==> src/sipd_regs.svh <==
/*
 Register offsets, reset values and timing counts for the step-interval
 and standstill power-down timer. Assumes inclusion by bare name.
*/
`ifndef SIPD_REGS_SVH
`define SIPD_REGS_SVH
`define SIPD_OFS_PD_DELAY    7'h13
`define SIPD_OFS_STEP_INT    7'h14
`define SIPD_PD_DELAY_RST    8'h0A
`define SIPD_PD_UNIT_LOG2    18
`define SIPD_STEP_INT_RST    20'h00000
`define SIPD_STEP_INT_MAX    20'hFFFFF
`define SIPD_AUTO_OFS_MIN    8'h02
`endif

==> src/sipd_pkg.sv <==
/*
 Types shared by the timer block. Assumes nothing of its surroundings.
*/
`default_nettype none
package sipd_pkg;
   typedef enum logic [1:0] {
      SIPD_MOVING,
      SIPD_DELAY,
      SIPD_RAMP_DOWN
   } sipd_pd_state_t;
endpackage
`default_nettype wire

==> src/sipd_hyst_cmp.sv <==
/*
 Threshold comparator with hysteresis against the step interval.
 Assumes step_interval and threshold come from the same clock domain.
*/
`timescale 1ns/1ps
`default_nettype none
module sipd_hyst_cmp #(
   parameter int W = 20
) (
   input  wire logic         clk,
   input  wire logic         rst_b,
   input  wire logic [W-1:0] step_interval,
   input  wire logic [W-1:0] threshold,
   input  wire logic         narrow_hyst,
   output logic              slow_q
);
   logic [W-1:0] hyst;
   logic [W-1:0] upper_cmp;

   // Hysteresis is 1/16 or 1/32 of the threshold
   assign hyst      = narrow_hyst ? (threshold >> 5) : (threshold >> 4); // RULE6
   // Second compare value: threshold*15/16-1 (or 31/32)
   assign upper_cmp = threshold - hyst - W'(1); // RULE7

   // Slow when interval reaches threshold; fast only at or below the lowered value
   always_ff @(posedge clk or negedge rst_b) begin
      if (!rst_b) begin
         slow_q <= 1'b1;
      end else if (step_interval >= threshold) begin
         slow_q <= 1'b1; // RULE7
      end else if (step_interval <= upper_cmp && threshold != '0) begin
         slow_q <= 1'b0; // RULE6
      end
   end
endmodule
`default_nettype wire

==> src/sipd_timer.sv <==
// Function
// RULE1: 8-bit power-down delay register, resets ten
// RULE2: Delay equals setting times 2^18 clocks
// RULE3: Software keeps delay at least two
// RULE4: Measure clocks between microsteps, 20-bit read-only
// RULE5: Saturate all-ones on overflow or standstill
// RULE6: Threshold compare hysteresis 1/16 or 1/32
// RULE7: Second compare value threshold*15/16 minus one
// RULE8: Ramp steps give interval near 2^24/V
// RULE9: Per-microstep interval reported, never averaged
// RULE10: Current reduction starts after delay expires
// RULE11: Microstep restarts counter, aborts power-down delay
/*
 Step-interval measurement and standstill power-down delay timer with its
 register port, plus one hysteretic threshold compare of the interval.
 Assumes microstep strobe, standstill flag and the register port are
 synchronous to clk; thresholds come from elsewhere in the chip.
 Limitations worth knowing:
 - The delay setting is captured when standstill starts; a rewrite while
   the delay runs only counts from the next standstill.
 - Overflow needs 2^20 quiet clocks, far slower than standstill detection
   in practice; both end in the same all-ones interval value.
 - Read data is registered and holds until the next read strobe.
 - The hand-off level stays high until standstill ends or a microstep
   arrives; the hold-current ramp paces itself from there.
*/
`timescale 1ns/1ps
`default_nettype none
`include "sipd_regs.svh"
module sipd_timer
   import sipd_pkg::*;
#(
   parameter int IW       = 20,
   parameter int PD_UNIT  = 1 << `SIPD_PD_UNIT_LOG2
) (
   input  wire logic          clk,
   input  wire logic          rst_b,
   input  wire logic          microstep,
   input  wire logic          standstill,
   input  wire logic          reg_wr,
   input  wire logic          reg_rd,
   input  wire logic [6:0]    reg_addr,
   input  wire logic [31:0]   reg_wdata,
   output logic      [31:0]   reg_rdata_q,
   input  wire logic [IW-1:0] vel_threshold,
   input  wire logic          narrow_hyst,
   output logic               below_threshold_q,
   output logic               auto_pwm_offset_ok_q,
   output logic               power_down_start_q
);
   // Saturation value and prescaler width; a short unit in simulation
   // shrinks the prescaler without touching the sequencer
   localparam logic [IW-1:0] INT_MAX = `SIPD_STEP_INT_MAX;
   localparam int            UW      = (PD_UNIT > 1) ? $clog2(PD_UNIT) : 1;

   // Register state, counters and their helpers
   logic [7:0]     power_down_delay_q;
   logic [IW-1:0]  step_interval_q;
   logic [IW-1:0]  int_cnt_q;
   logic           int_ovf_q;
   logic [UW-1:0]  unit_cnt_q;
   logic [7:0]     unit_left_q;
   sipd_pd_state_t pd_state_q;
   logic           unit_tick;
   logic           pd_abort;
   logic           slow;
   logic [31:0]    reg_rdata_d;

   // Delay setting, writable by software
   // Only the low byte is kept; upper write bits are dropped
   always_ff @(posedge clk or negedge rst_b) begin
      if (!rst_b) begin
         power_down_delay_q <= `SIPD_PD_DELAY_RST; // RULE1
      end else if (reg_wr && reg_addr == `SIPD_OFS_PD_DELAY) begin
         power_down_delay_q <= reg_wdata[7:0]; // RULE1
      end
   end

   // Interval counter; a held overflow flag avoids wrapping to small values
   // Restart value is one so N clocks between strobes read as N
   always_ff @(posedge clk or negedge rst_b) begin
      if (!rst_b) begin
         int_cnt_q <= '0;
         int_ovf_q <= 1'b0;
      end else if (microstep) begin
         int_cnt_q <= IW'(1); // RULE11
         int_ovf_q <= 1'b0;
      end else if (int_cnt_q == INT_MAX) begin
         int_ovf_q <= 1'b1; // RULE5
      end else begin
         int_cnt_q <= int_cnt_q + IW'(1); // RULE4
      end
   end

   // Latched interval: each microstep alone, no averaging
   // Standstill wins over a strobe so a stopped axis always reads slow
   always_ff @(posedge clk or negedge rst_b) begin
      if (!rst_b) begin
         step_interval_q <= `SIPD_STEP_INT_RST; // RULE4
      end else if (standstill || (int_ovf_q && !microstep)) begin
         step_interval_q <= INT_MAX; // RULE5
      end else if (microstep) begin
         step_interval_q <= int_ovf_q ? INT_MAX : int_cnt_q; // RULE9 RULE8
      end
   end

   // Prescaler of PD_UNIT clocks, runs only while the delay is pending;
   // held at zero otherwise so every delay starts on a whole unit
   assign unit_tick = (unit_cnt_q == UW'(PD_UNIT - 1));
   always_ff @(posedge clk or negedge rst_b) begin
      if (!rst_b) begin
         unit_cnt_q <= '0;
      end else if (pd_state_q != SIPD_DELAY || unit_tick) begin
         unit_cnt_q <= '0; // RULE2
      end else begin
         unit_cnt_q <= unit_cnt_q + UW'(1);
      end
   end

   // Any microstep or end of standstill ends a pending delay at once
   assign pd_abort = microstep || !standstill; // RULE11

   // Power-down sequencer: standstill starts delay, microstep aborts it
   // The setting is captured on entry so a rewrite cannot stretch a delay
   always_ff @(posedge clk or negedge rst_b) begin
      if (!rst_b) begin
         pd_state_q  <= SIPD_MOVING;
         unit_left_q <= '0;
      end else if (pd_abort) begin
         pd_state_q  <= SIPD_MOVING; // RULE11
         unit_left_q <= '0;
      end else begin
         case (pd_state_q)
            SIPD_MOVING: begin
               // Capture the setting; zero skips the delay entirely
               pd_state_q  <= (power_down_delay_q == '0) ? SIPD_RAMP_DOWN : SIPD_DELAY;
               unit_left_q <= power_down_delay_q; // RULE10
            end
            SIPD_DELAY: begin
               // One unit gone per prescaler wrap
               if (unit_tick) begin
                  unit_left_q <= unit_left_q - 8'(1); // RULE2
                  if (unit_left_q == 8'(1)) begin
                     pd_state_q <= SIPD_RAMP_DOWN; // RULE10
                  end
               end
            end
            default: begin
               pd_state_q <= SIPD_RAMP_DOWN;
            end
         endcase
      end
   end

   // Hand-off level to the hold-current ramp sequencer
   // Dropped in the same edge as an abort so no stale start leaks out
   always_ff @(posedge clk or negedge rst_b) begin
      if (!rst_b) begin
         power_down_start_q <= 1'b0;
      end else begin
         power_down_start_q <= (pd_state_q == SIPD_RAMP_DOWN) && !pd_abort; // RULE10
      end
   end

   // Offset auto-tuning only possible with a long enough delay
   // Advisory only; software keeps the setting in range
   always_ff @(posedge clk or negedge rst_b) begin
      if (!rst_b) begin
         auto_pwm_offset_ok_q <= 1'b1;
      end else begin
         auto_pwm_offset_ok_q <= (power_down_delay_q >= `SIPD_AUTO_OFS_MIN); // RULE3
      end
   end

   // Threshold compare on the latched interval, not the running count,
   // so the result only moves at microstep, standstill or counter overflow events, or when vel_threshold or narrow_hyst change
   sipd_hyst_cmp #(
      .W             (IW)
   ) u_cmp (
      .clk           (clk),
      .rst_b         (rst_b),
      .step_interval (step_interval_q),
      .threshold     (vel_threshold),
      .narrow_hyst   (narrow_hyst),
      .slow_q        (slow)
   );

   // Registered copy so the output comes from a flop here
   // Costs one more cycle of latency, harmless at step rates
   always_ff @(posedge clk or negedge rst_b) begin
      if (!rst_b) begin
         below_threshold_q <= 1'b1;
      end else begin
         below_threshold_q <= slow;
      end
   end

   // Read mux; unmapped offsets read zero, unused upper bits read zero
   always_comb begin
      reg_rdata_d = reg_rdata_q;
      if (reg_rd) begin
         if (reg_addr == `SIPD_OFS_PD_DELAY) begin
            reg_rdata_d = {24'h000000, power_down_delay_q}; // RULE1
         end else if (reg_addr == `SIPD_OFS_STEP_INT) begin
            reg_rdata_d = 32'(step_interval_q); // RULE4
         end else begin
            reg_rdata_d = 32'h00000000;
         end
      end
   end

   // Read data register; holds between reads so a slow reader still sees it
   always_ff @(posedge clk or negedge rst_b) begin
      if (!rst_b) begin
         reg_rdata_q <= '0;
      end else begin
         reg_rdata_q <= reg_rdata_d;
      end
   end
endmodule
`default_nettype wire

==> config.mk <==
export PLATFORM = sky130hd
export DESIGN_NAME = sipd_timer
export DESIGN_NICKNAME = d
export VERILOG_FILES = /design/src/sipd_pkg.sv /design/src/sipd_hyst_cmp.sv /design/src/sipd_timer.sv
export VERILOG_INCLUDE_DIRS = /design/src
export SDC_FILE = /design/constraint.sdc
export NUM_CORES = 1
export LEC_CHECK = 0
export ABC_AREA = 1
export CAP_MARGIN = 20
export CORE_UTILIZATION = 35
export CTS_BUF_LIST = sky130_fd_sc_hd__clkbuf_4
export CTS_CLUSTER_SIZE = 8
export DETAILED_ROUTE_END_ITERATION = 12
export DONT_BUFFER_PORTS = 1
export HOLD_SLACK_MARGIN = 0.02
export PLACE_DENSITY_LB_ADDON = 0.08
export SLEW_MARGIN = 5
export SYNTH_ARGS = -nofsm -noshare
export SYNTH_HDL_FRONTEND = slang
export SYNTH_SLANG_ARGS = --single-unit
==> constraint.sdc <==
create_clock -name clk -period 2.05 [get_ports clk]
set_clock_uncertainty 0.2 [all_clocks]
set_input_delay 0 -clock clk [delete_from_list [all_inputs] [get_ports clk]]
set_output_delay 0 -clock clk [all_outputs]
set_load 0.05 [all_outputs]
# Yosys cells after proc, flatten, opt, wreduce, memory -nomap -nowiden
# Index checks and enable logic that the tools add are counted.
dict set report op_classes {
  n_eq_ne 11
  magnitude_cmp 3
  n_reduce_logical 19
  addsub 5
  n_mux 21
}
# operator n
set ops {}
lappend ops {{$mux W20} 7}
lappend ops {{$add A20 B1 Y20 const B} 1}
lappend ops {{$eq A20 B20 Y1 const B} 1}
lappend ops {{$ge A20 B20 Y1} 1}
lappend ops {{$le A20 B20 Y1} 1}
lappend ops {{$reduce_bool A20 Y1} 1}
lappend ops {{$sub A20 B1 Y20 const B} 1}
lappend ops {{$sub A20 B20 Y20} 1}
lappend ops {{$add A18 B1 Y18 const B} 1}
lappend ops {{$eq A18 B18 Y1 const B} 1}
lappend ops {{$mux W18} 1}
lappend ops {{$mux W16} 1}
lappend ops {{$mux W8} 2}
lappend ops {{$pmux W8 S2} 1}
lappend ops {{$eq A7 B5 Y1 const B} 2}
lappend ops {{$eq A8 B1 Y1 const B} 1}
lappend ops {{$ge A8 B2 Y1 const B} 1}
lappend ops {{$logic_not A8 Y1} 1}
lappend ops {{$mux W2} 4}
lappend ops {{$sub A8 B1 Y8 const B} 1}
lappend ops {{$ne A3 B3 Y1 const B} 2}
lappend ops {{$reduce_bool A2 Y1} 3}
lappend ops {{$logic_and A1 B1 Y1} 4}
lappend ops {{$mux W1} 4}
lappend ops {{10 further kinds} 15}
dict set report word_totals {
  in_bits 66
  word_cells 71
  regBits 113
  output_inout_bits 35
}

# Depth between registers and ports, before layout
dict set report logic_depth {
  depth_word 7
  ltp_mapped 26
  ltp_nobuf 26
}

# Modules after synthesis
# A second synthesis with hierarchy kept.
dict set report hier_totals {
  hier_cells 1021
  hier_area_um2 7402.1
}
# module seq_area_each_um2 area_each_um2 cells_per_inst instances
set by_module_without_submodules {}
lappend by_module_without_submodules {sipd_timer 2507.4 5176.2 639 1}
lappend by_module_without_submodules {sipd_hyst_cmp 26.3 2225.9 382 1}

# Worst setup path before layout
# OpenSTA, ideal clock, no wires.
dict set report synth_timing {
  kind {input port to flip-flop}
  startpoint {in narrow_hyst}
  endpoint {reg u_cmp.slow_q}
  path_stages 25
  arrival_time_ps 2569
  path_buffers 1
  setup_time_ps 60
  required_ps 1790
  slack_ps -779
  path_cell_list {clkbuf_1 -> o21ai_0 -> ha_1 -> fa_1 -> nand3_1 -> nand2_1 -> nand2_1 -> nand2_1 -> nand3_1 -> nand2_1 -> nand2_1 -> nand2_1 -> nand2_1 -> nand2_1 -> ha_1 -> nand2_1 -> nor2_1 -> nand2_1 -> nor2_1 -> nand2_1 -> nand3_1 -> nand2_1 -> nand2_1 -> nand2_1 -> nand2_1}
}
dict set report synth_via {
  elab_chain_cells 6
}
# element line
set synth_lines {}
lappend synth_lines {{start, declared} sipd_timer.sv:46} ;# input wire logic narrow_hyst,
lappend synth_lines {{$mux W16} sipd_hyst_cmp.sv:21} ;# assign hyst = narrow_hyst ? (threshold >> 5) : (threshold >> 4);
lappend synth_lines {{$sub A20 B20 Y20} sipd_hyst_cmp.sv:23} ;# assign upper_cmp = threshold - hyst - W'(1);
lappend synth_lines {{$sub A20 B1 Y20} sipd_hyst_cmp.sv:23}
lappend synth_lines {{$le A20 B20 Y1} sipd_hyst_cmp.sv:31} ;# end else if (step_interval <= upper_cmp && threshold != '0) begin
lappend synth_lines {{$logic_and A1 B1 Y1} sipd_hyst_cmp.sv:31}
lappend synth_lines {{$reduce_bool A2 Y1 (no source line)} -}
lappend synth_lines {{end signal, assigned} sipd_hyst_cmp.sv:28} ;# slow_q <= 1'b1;
lappend synth_lines {{end signal, assigned} sipd_hyst_cmp.sv:30} ;# slow_q <= 1'b1;
lappend synth_lines {{end signal, assigned} sipd_hyst_cmp.sv:32} ;# slow_q <= 1'b0;
lappend synth_lines {{end, declared} sipd_hyst_cmp.sv:15} ;# output logic slow_q
# Every way passes these cells.
# A chain may end at the register's enable or synchronous reset.

# Worst setup path after layout
dict set report layout_timing {
  startpoint {in vel_threshold[5]}
  endpoint {reg u_cmp.slow_q}
}
dict set report layout_via {
  elab_chain_cells 6
  word_cells_on_any_way 9
  classes_between {2 x add/sub; 2 x order compare; 2 x mux; 3 x reduce/logical}
}
# element line
set layout_lines {}
lappend layout_lines {{start, declared} sipd_timer.sv:45} ;# input wire logic [IW-1:0] vel_threshold,
lappend layout_lines {{$mux W16} sipd_hyst_cmp.sv:21}
lappend layout_lines {{$sub A20 B20 Y20} sipd_hyst_cmp.sv:23}
lappend layout_lines {{$sub A20 B1 Y20} sipd_hyst_cmp.sv:23}
lappend layout_lines {{$le A20 B20 Y1} sipd_hyst_cmp.sv:31}
lappend layout_lines {{$logic_and A1 B1 Y1} sipd_hyst_cmp.sv:31}
lappend layout_lines {{$reduce_bool A2 Y1 (no source line)} -}
# Several ways; a longest one is shown, not always the timed one.

==> results by group <==
Status
  • Status: finished, violations left
  • Failing checks: hold timing, setup timing

Worst setup path
  • Slack of the worst reg-to-reg path: approximately 0.12 ns
  • CP Capture Type: flop
  • Worst Path Required: 2.28 ns
  • Worst reg2reg path depth: 9
  • CP Class: in -> reg
  • Worst r2r src: unit_cnt_q[1]$_DFF_PN0_
  • CP startpoint kind: input port
  • Reg-to-reg endpoint: unit_cnt_q[3]$_DFF_PN0_
  • Crit Path Max Fanout: 4
  • WP data arrival: 2.40 ns

Logic synthesis
  • Cell variety after synth: 50
  • Main synth FF type: dfrtp_1
  • Yosys reg bits: 101
  • Synthesized cell area: 7120 µm²
  • Async SR Flop Fraction: 100%
  • Sequential element share of the synthesized area: a little over a third
  • Ys Warns: 0
  • Mean Syn Cell Area: between 7 and 8 µm²
  • Cells after synthesis: 952
  • Number of enable flip-flop cells after synthesis: 0

Detailed routing
  • Via count: 6621
  • DR pass1 iterations: 5
  • Post-route ant nets: 0
  • Detailed Route WL: 20600 µm
  • DRT iter0 DRCs: ~380
  • Avg WL per Cell: approximately 15 µm
  • DRC Markers: 0
  • Vias per cell: about 4.9

Clock tree
  • Clk_lat worst skew: 0.49 ns
  • CTS Hold Bufs: 49
  • H-tree levels: 3
  • TritonCTS Buffers: 9
  • Clock sink count: approximately 100
  • CTS tree: yes
  • Maximum clock path buffer count: 2
  • Clk Tree Root Cell: clkbuf_4
  • Reg clk slew, reported paths: around 0.18 ns

Die
  • FP Rows: 51
  • Die Area: between 20000 and 25000 µm²
  • Starting density of the core: between 30 and 40%
  • Die H: about 140 µm
  • Top Ports: 101
  • Horiz. Die Dim: around 140 µm
  • Core ar.: between 15000 and 20000 µm²

Power
  • Worst ir drop on vdd: 0.230 mV
  • Sw Ratio: 36.5%
  • PwrDens: 530 nW/µm²
  • P_leak: ~4.3 nW
  • P_sw: about 0.0018 W
  • Flop pwr share: between 40% and 50%
  • Internal power: about 0.0031 W
  • Clock power frac: between 20% and 30%
  • Combinational power share: 33.9%

Run
  • Max Cap Viol: 0

Timing
  • Fin crit share: 106%
  • Worst Tran Pin Value: just over 0.5 ns
  • Hold_ws: -1.03 ns
  • # setup viols final: 1
  • Final Hold Viols: 101
  • Achievable frequency: 461 MHz
  • Final slew viol count: 0
  • Unrepaired setup endpoints after global routing: true
  • PnR worst setup slack: -0.120 ns
  • Final min period: around 2.2 ns
  • Worst slew margin: approximately two thirds

Global route
  • Grt total ovfl: 0
  • Largest net degree at the start of global routing: around 100
  • Vias in the first global route: about 6300
  • Initial antenna violation count: 1
  • First-pass GRT wire length: between 30000 and 40000 µm
  • Overall routing resource usage: 20.4%

Place
  • PortBufs: 0
  • RD Place Congestion: around 0.85
  • Final HPWL DP: 15500 µm

Cells and area
  • Post-layout nets: between 1000 and 1500
  • Most common cell after layout, fill and taps aside: nand2_1
  • Layout area overhead: 27.4%
  • Share of cells above drive strength 1: 20.0%
  • Fill cell count: 1963
  • Final Util: a little under half
  • Commonest non-fill, non-tap cells in the layout: nand2_1 (198), inv_1 (127), dfrtp_1 (95), buf_4 (88), nor2_1 (71)

Worst hold path
  • Hold WC Path Type: in -> async
how the worst max path moves through the flow:
stage | startpoint | endpoint | slack (ns)
2_1_floorplan | narrow_hyst | u_cmp.slow_q$_DFFE_PN1P_ | -0.56
3_3_place_gp | vel_threshold[19] | u_cmp.slow_q$_DFFE_PN1P_ | -0.74
3_5_place_dp | vel_threshold[19] | u_cmp.slow_q$_DFFE_PN1P_ | -0.76
4_1_cts | vel_threshold[14] | u_cmp.slow_q$_DFFE_PN1P_ | -0.08
5_1_grt | vel_threshold[17] | u_cmp.slow_q$_DFFE_PN1P_ | -0.31
6_report | vel_threshold[5] | u_cmp.slow_q$_DFFE_PN1P_ | -0.12
cell usage after synthesis (2+ instances only):
library cell,number,area [µm²]
xnor2_1,11,96.3
nor2_1,80,300
inv_1,129,484
nor3_4,3,48.8
nor3_2,2,20.0
nor3b_1,4,30.0
inv_2,4,15.0
nand2_2,6,37.5
xor2_1,12,105
o21bai_1,2,15.0
o22ai_1,12,75.1
or2_2,4,25.0
a21oi_1,49,245
buf_4,13,97.6
o211ai_1,21,158
nand3b_1,2,15.0
dfrtp_1,96,2400
buf_1,6,22.5
nor4_1,5,31.3
nand4_1,22,138
dfstp_2,5,131
clkbuf_1,12,45.0
nand3_1,59,295
a211oi_1,2,15.0
nor3_1,17,85.1
nand2_1,219,822
o21ai_0,53,265
nand3_2,4,40.0
ha_1,60,751
a21o_1,3,22.5
o221ai_1,8,70.1
a31oi_1,9,56.3
layer usage:
metal / wire length [µm] / global-route usage (%) / vias up
met1: 10300 / 29.4 / 3088
met3: 694 / 2.76 / 15
met4: 285 / 5.37 / 0
met5: 0 / 0 / -
met2: 9310 / 31.8 / 106
li1: - / - / 3412
metrics by stage:
| stage | instances | cell area, µm² | setup TNS (ns) | worst slack (ns) | power, W |
|---|---|---|---|---|---|
| 6_report | 1351 | 9070 | -0.120 | -0.120 | 0.00481 |
| 5_1_grt | 1351 | 9070 | -0.324 | -0.308 | 0.00515 |
| 4_1_cts | 1339 | 8680 | -0.0821 | -0.0821 | 0.00471 |
| 3_5_place_dp | 1274 | 7940 | -0.761 | -0.761 | 0.00356 |
| 3_3_place_gp | 1274 | 7940 | -0.744 | -0.744 | 0.00356 |
| 2_1_floorplan | 963 | 7210 | -0.558 | -0.558 | 0.00314 |
registers in the layout, indices dropped and copies added, names as in the netlist, 2 cells and up:
| register | cells |
|---|---|
| pd_state_q | 2 |
| step_interval_q | 20 |
| power_down_delay_q | 8 |
| unit_cnt_q | 18 |
| unit_left_q | 8 |
| int_cnt_q | 20 |
| reg_rdata_q | 20 |
cell type report:
class                           count  area (µm²)  area share [%]
Antenna cell                        2        5.00          0.0551
Clock buffer                        9        67.6           0.745
Clock inverter                      7        47.5           0.524
Inverter                          134         523            5.76
Multi-Input combinational cell    694        4370            48.2
Sequential cell                   101        2530            27.9
Tap cell                          265         332            3.65
Timing Repair Buffer              139        1190            13.2
kinds of logic after synthesis:
family	synth area share [%]
compound gates	13.5
xor+xnor	2.83
fa+ha+maj	10.8
buf+inv	9.68
flops	35.6
other cells	0.0526
simple gates	27.6
critical path, cell delays in order:
cell and delay [ns]:
inv_8 0.02, nand2_4 0.04, o21ai_2 0.05, ha_2 0.20
fa_2 0.42, nand3_2 0.09, nand2_2 0.06, nand2_2 0.08
nand2_4 0.07, nand3_4 0.09, nand2_4 0.07, buf_6 0.12
xnor2_4 0.13, ha_1 0.27, nand2_1 0.06, nor2_2 0.12
nand2_1 0.07, nor2_2 0.12, nand2_1 0.07, nand3_2 0.06
nand2_1 0.05, nand2_1 0.05, nand2_1 0.05, nand2_1 0.05
timing repair:
item | 4_1_cts | 5_1_grt
pin swaps | 19 | 38
endpoints found under the hold margin | 181 | 101
endpoints found under the setup margin | 1 | 12
setup buffers | 0 | 10
resized for setup | 34 | 75
power groups by stage:
stage / clock network (W) / logic (W) / registers (W)
finish: 0.000986 / 0.00163 / 0.00220
global route: 0.00111 / 0.00183 / 0.00221
CTS: 0.00104 / 0.00147 / 0.00220
detailed placement: 0 / 0.00132 / 0.00223
global placement: 0 / 0.00133 / 0.00223
floorplan: 0 / 0.000927 / 0.00221
Note: power is estimated with default switching activity, not from simulation.
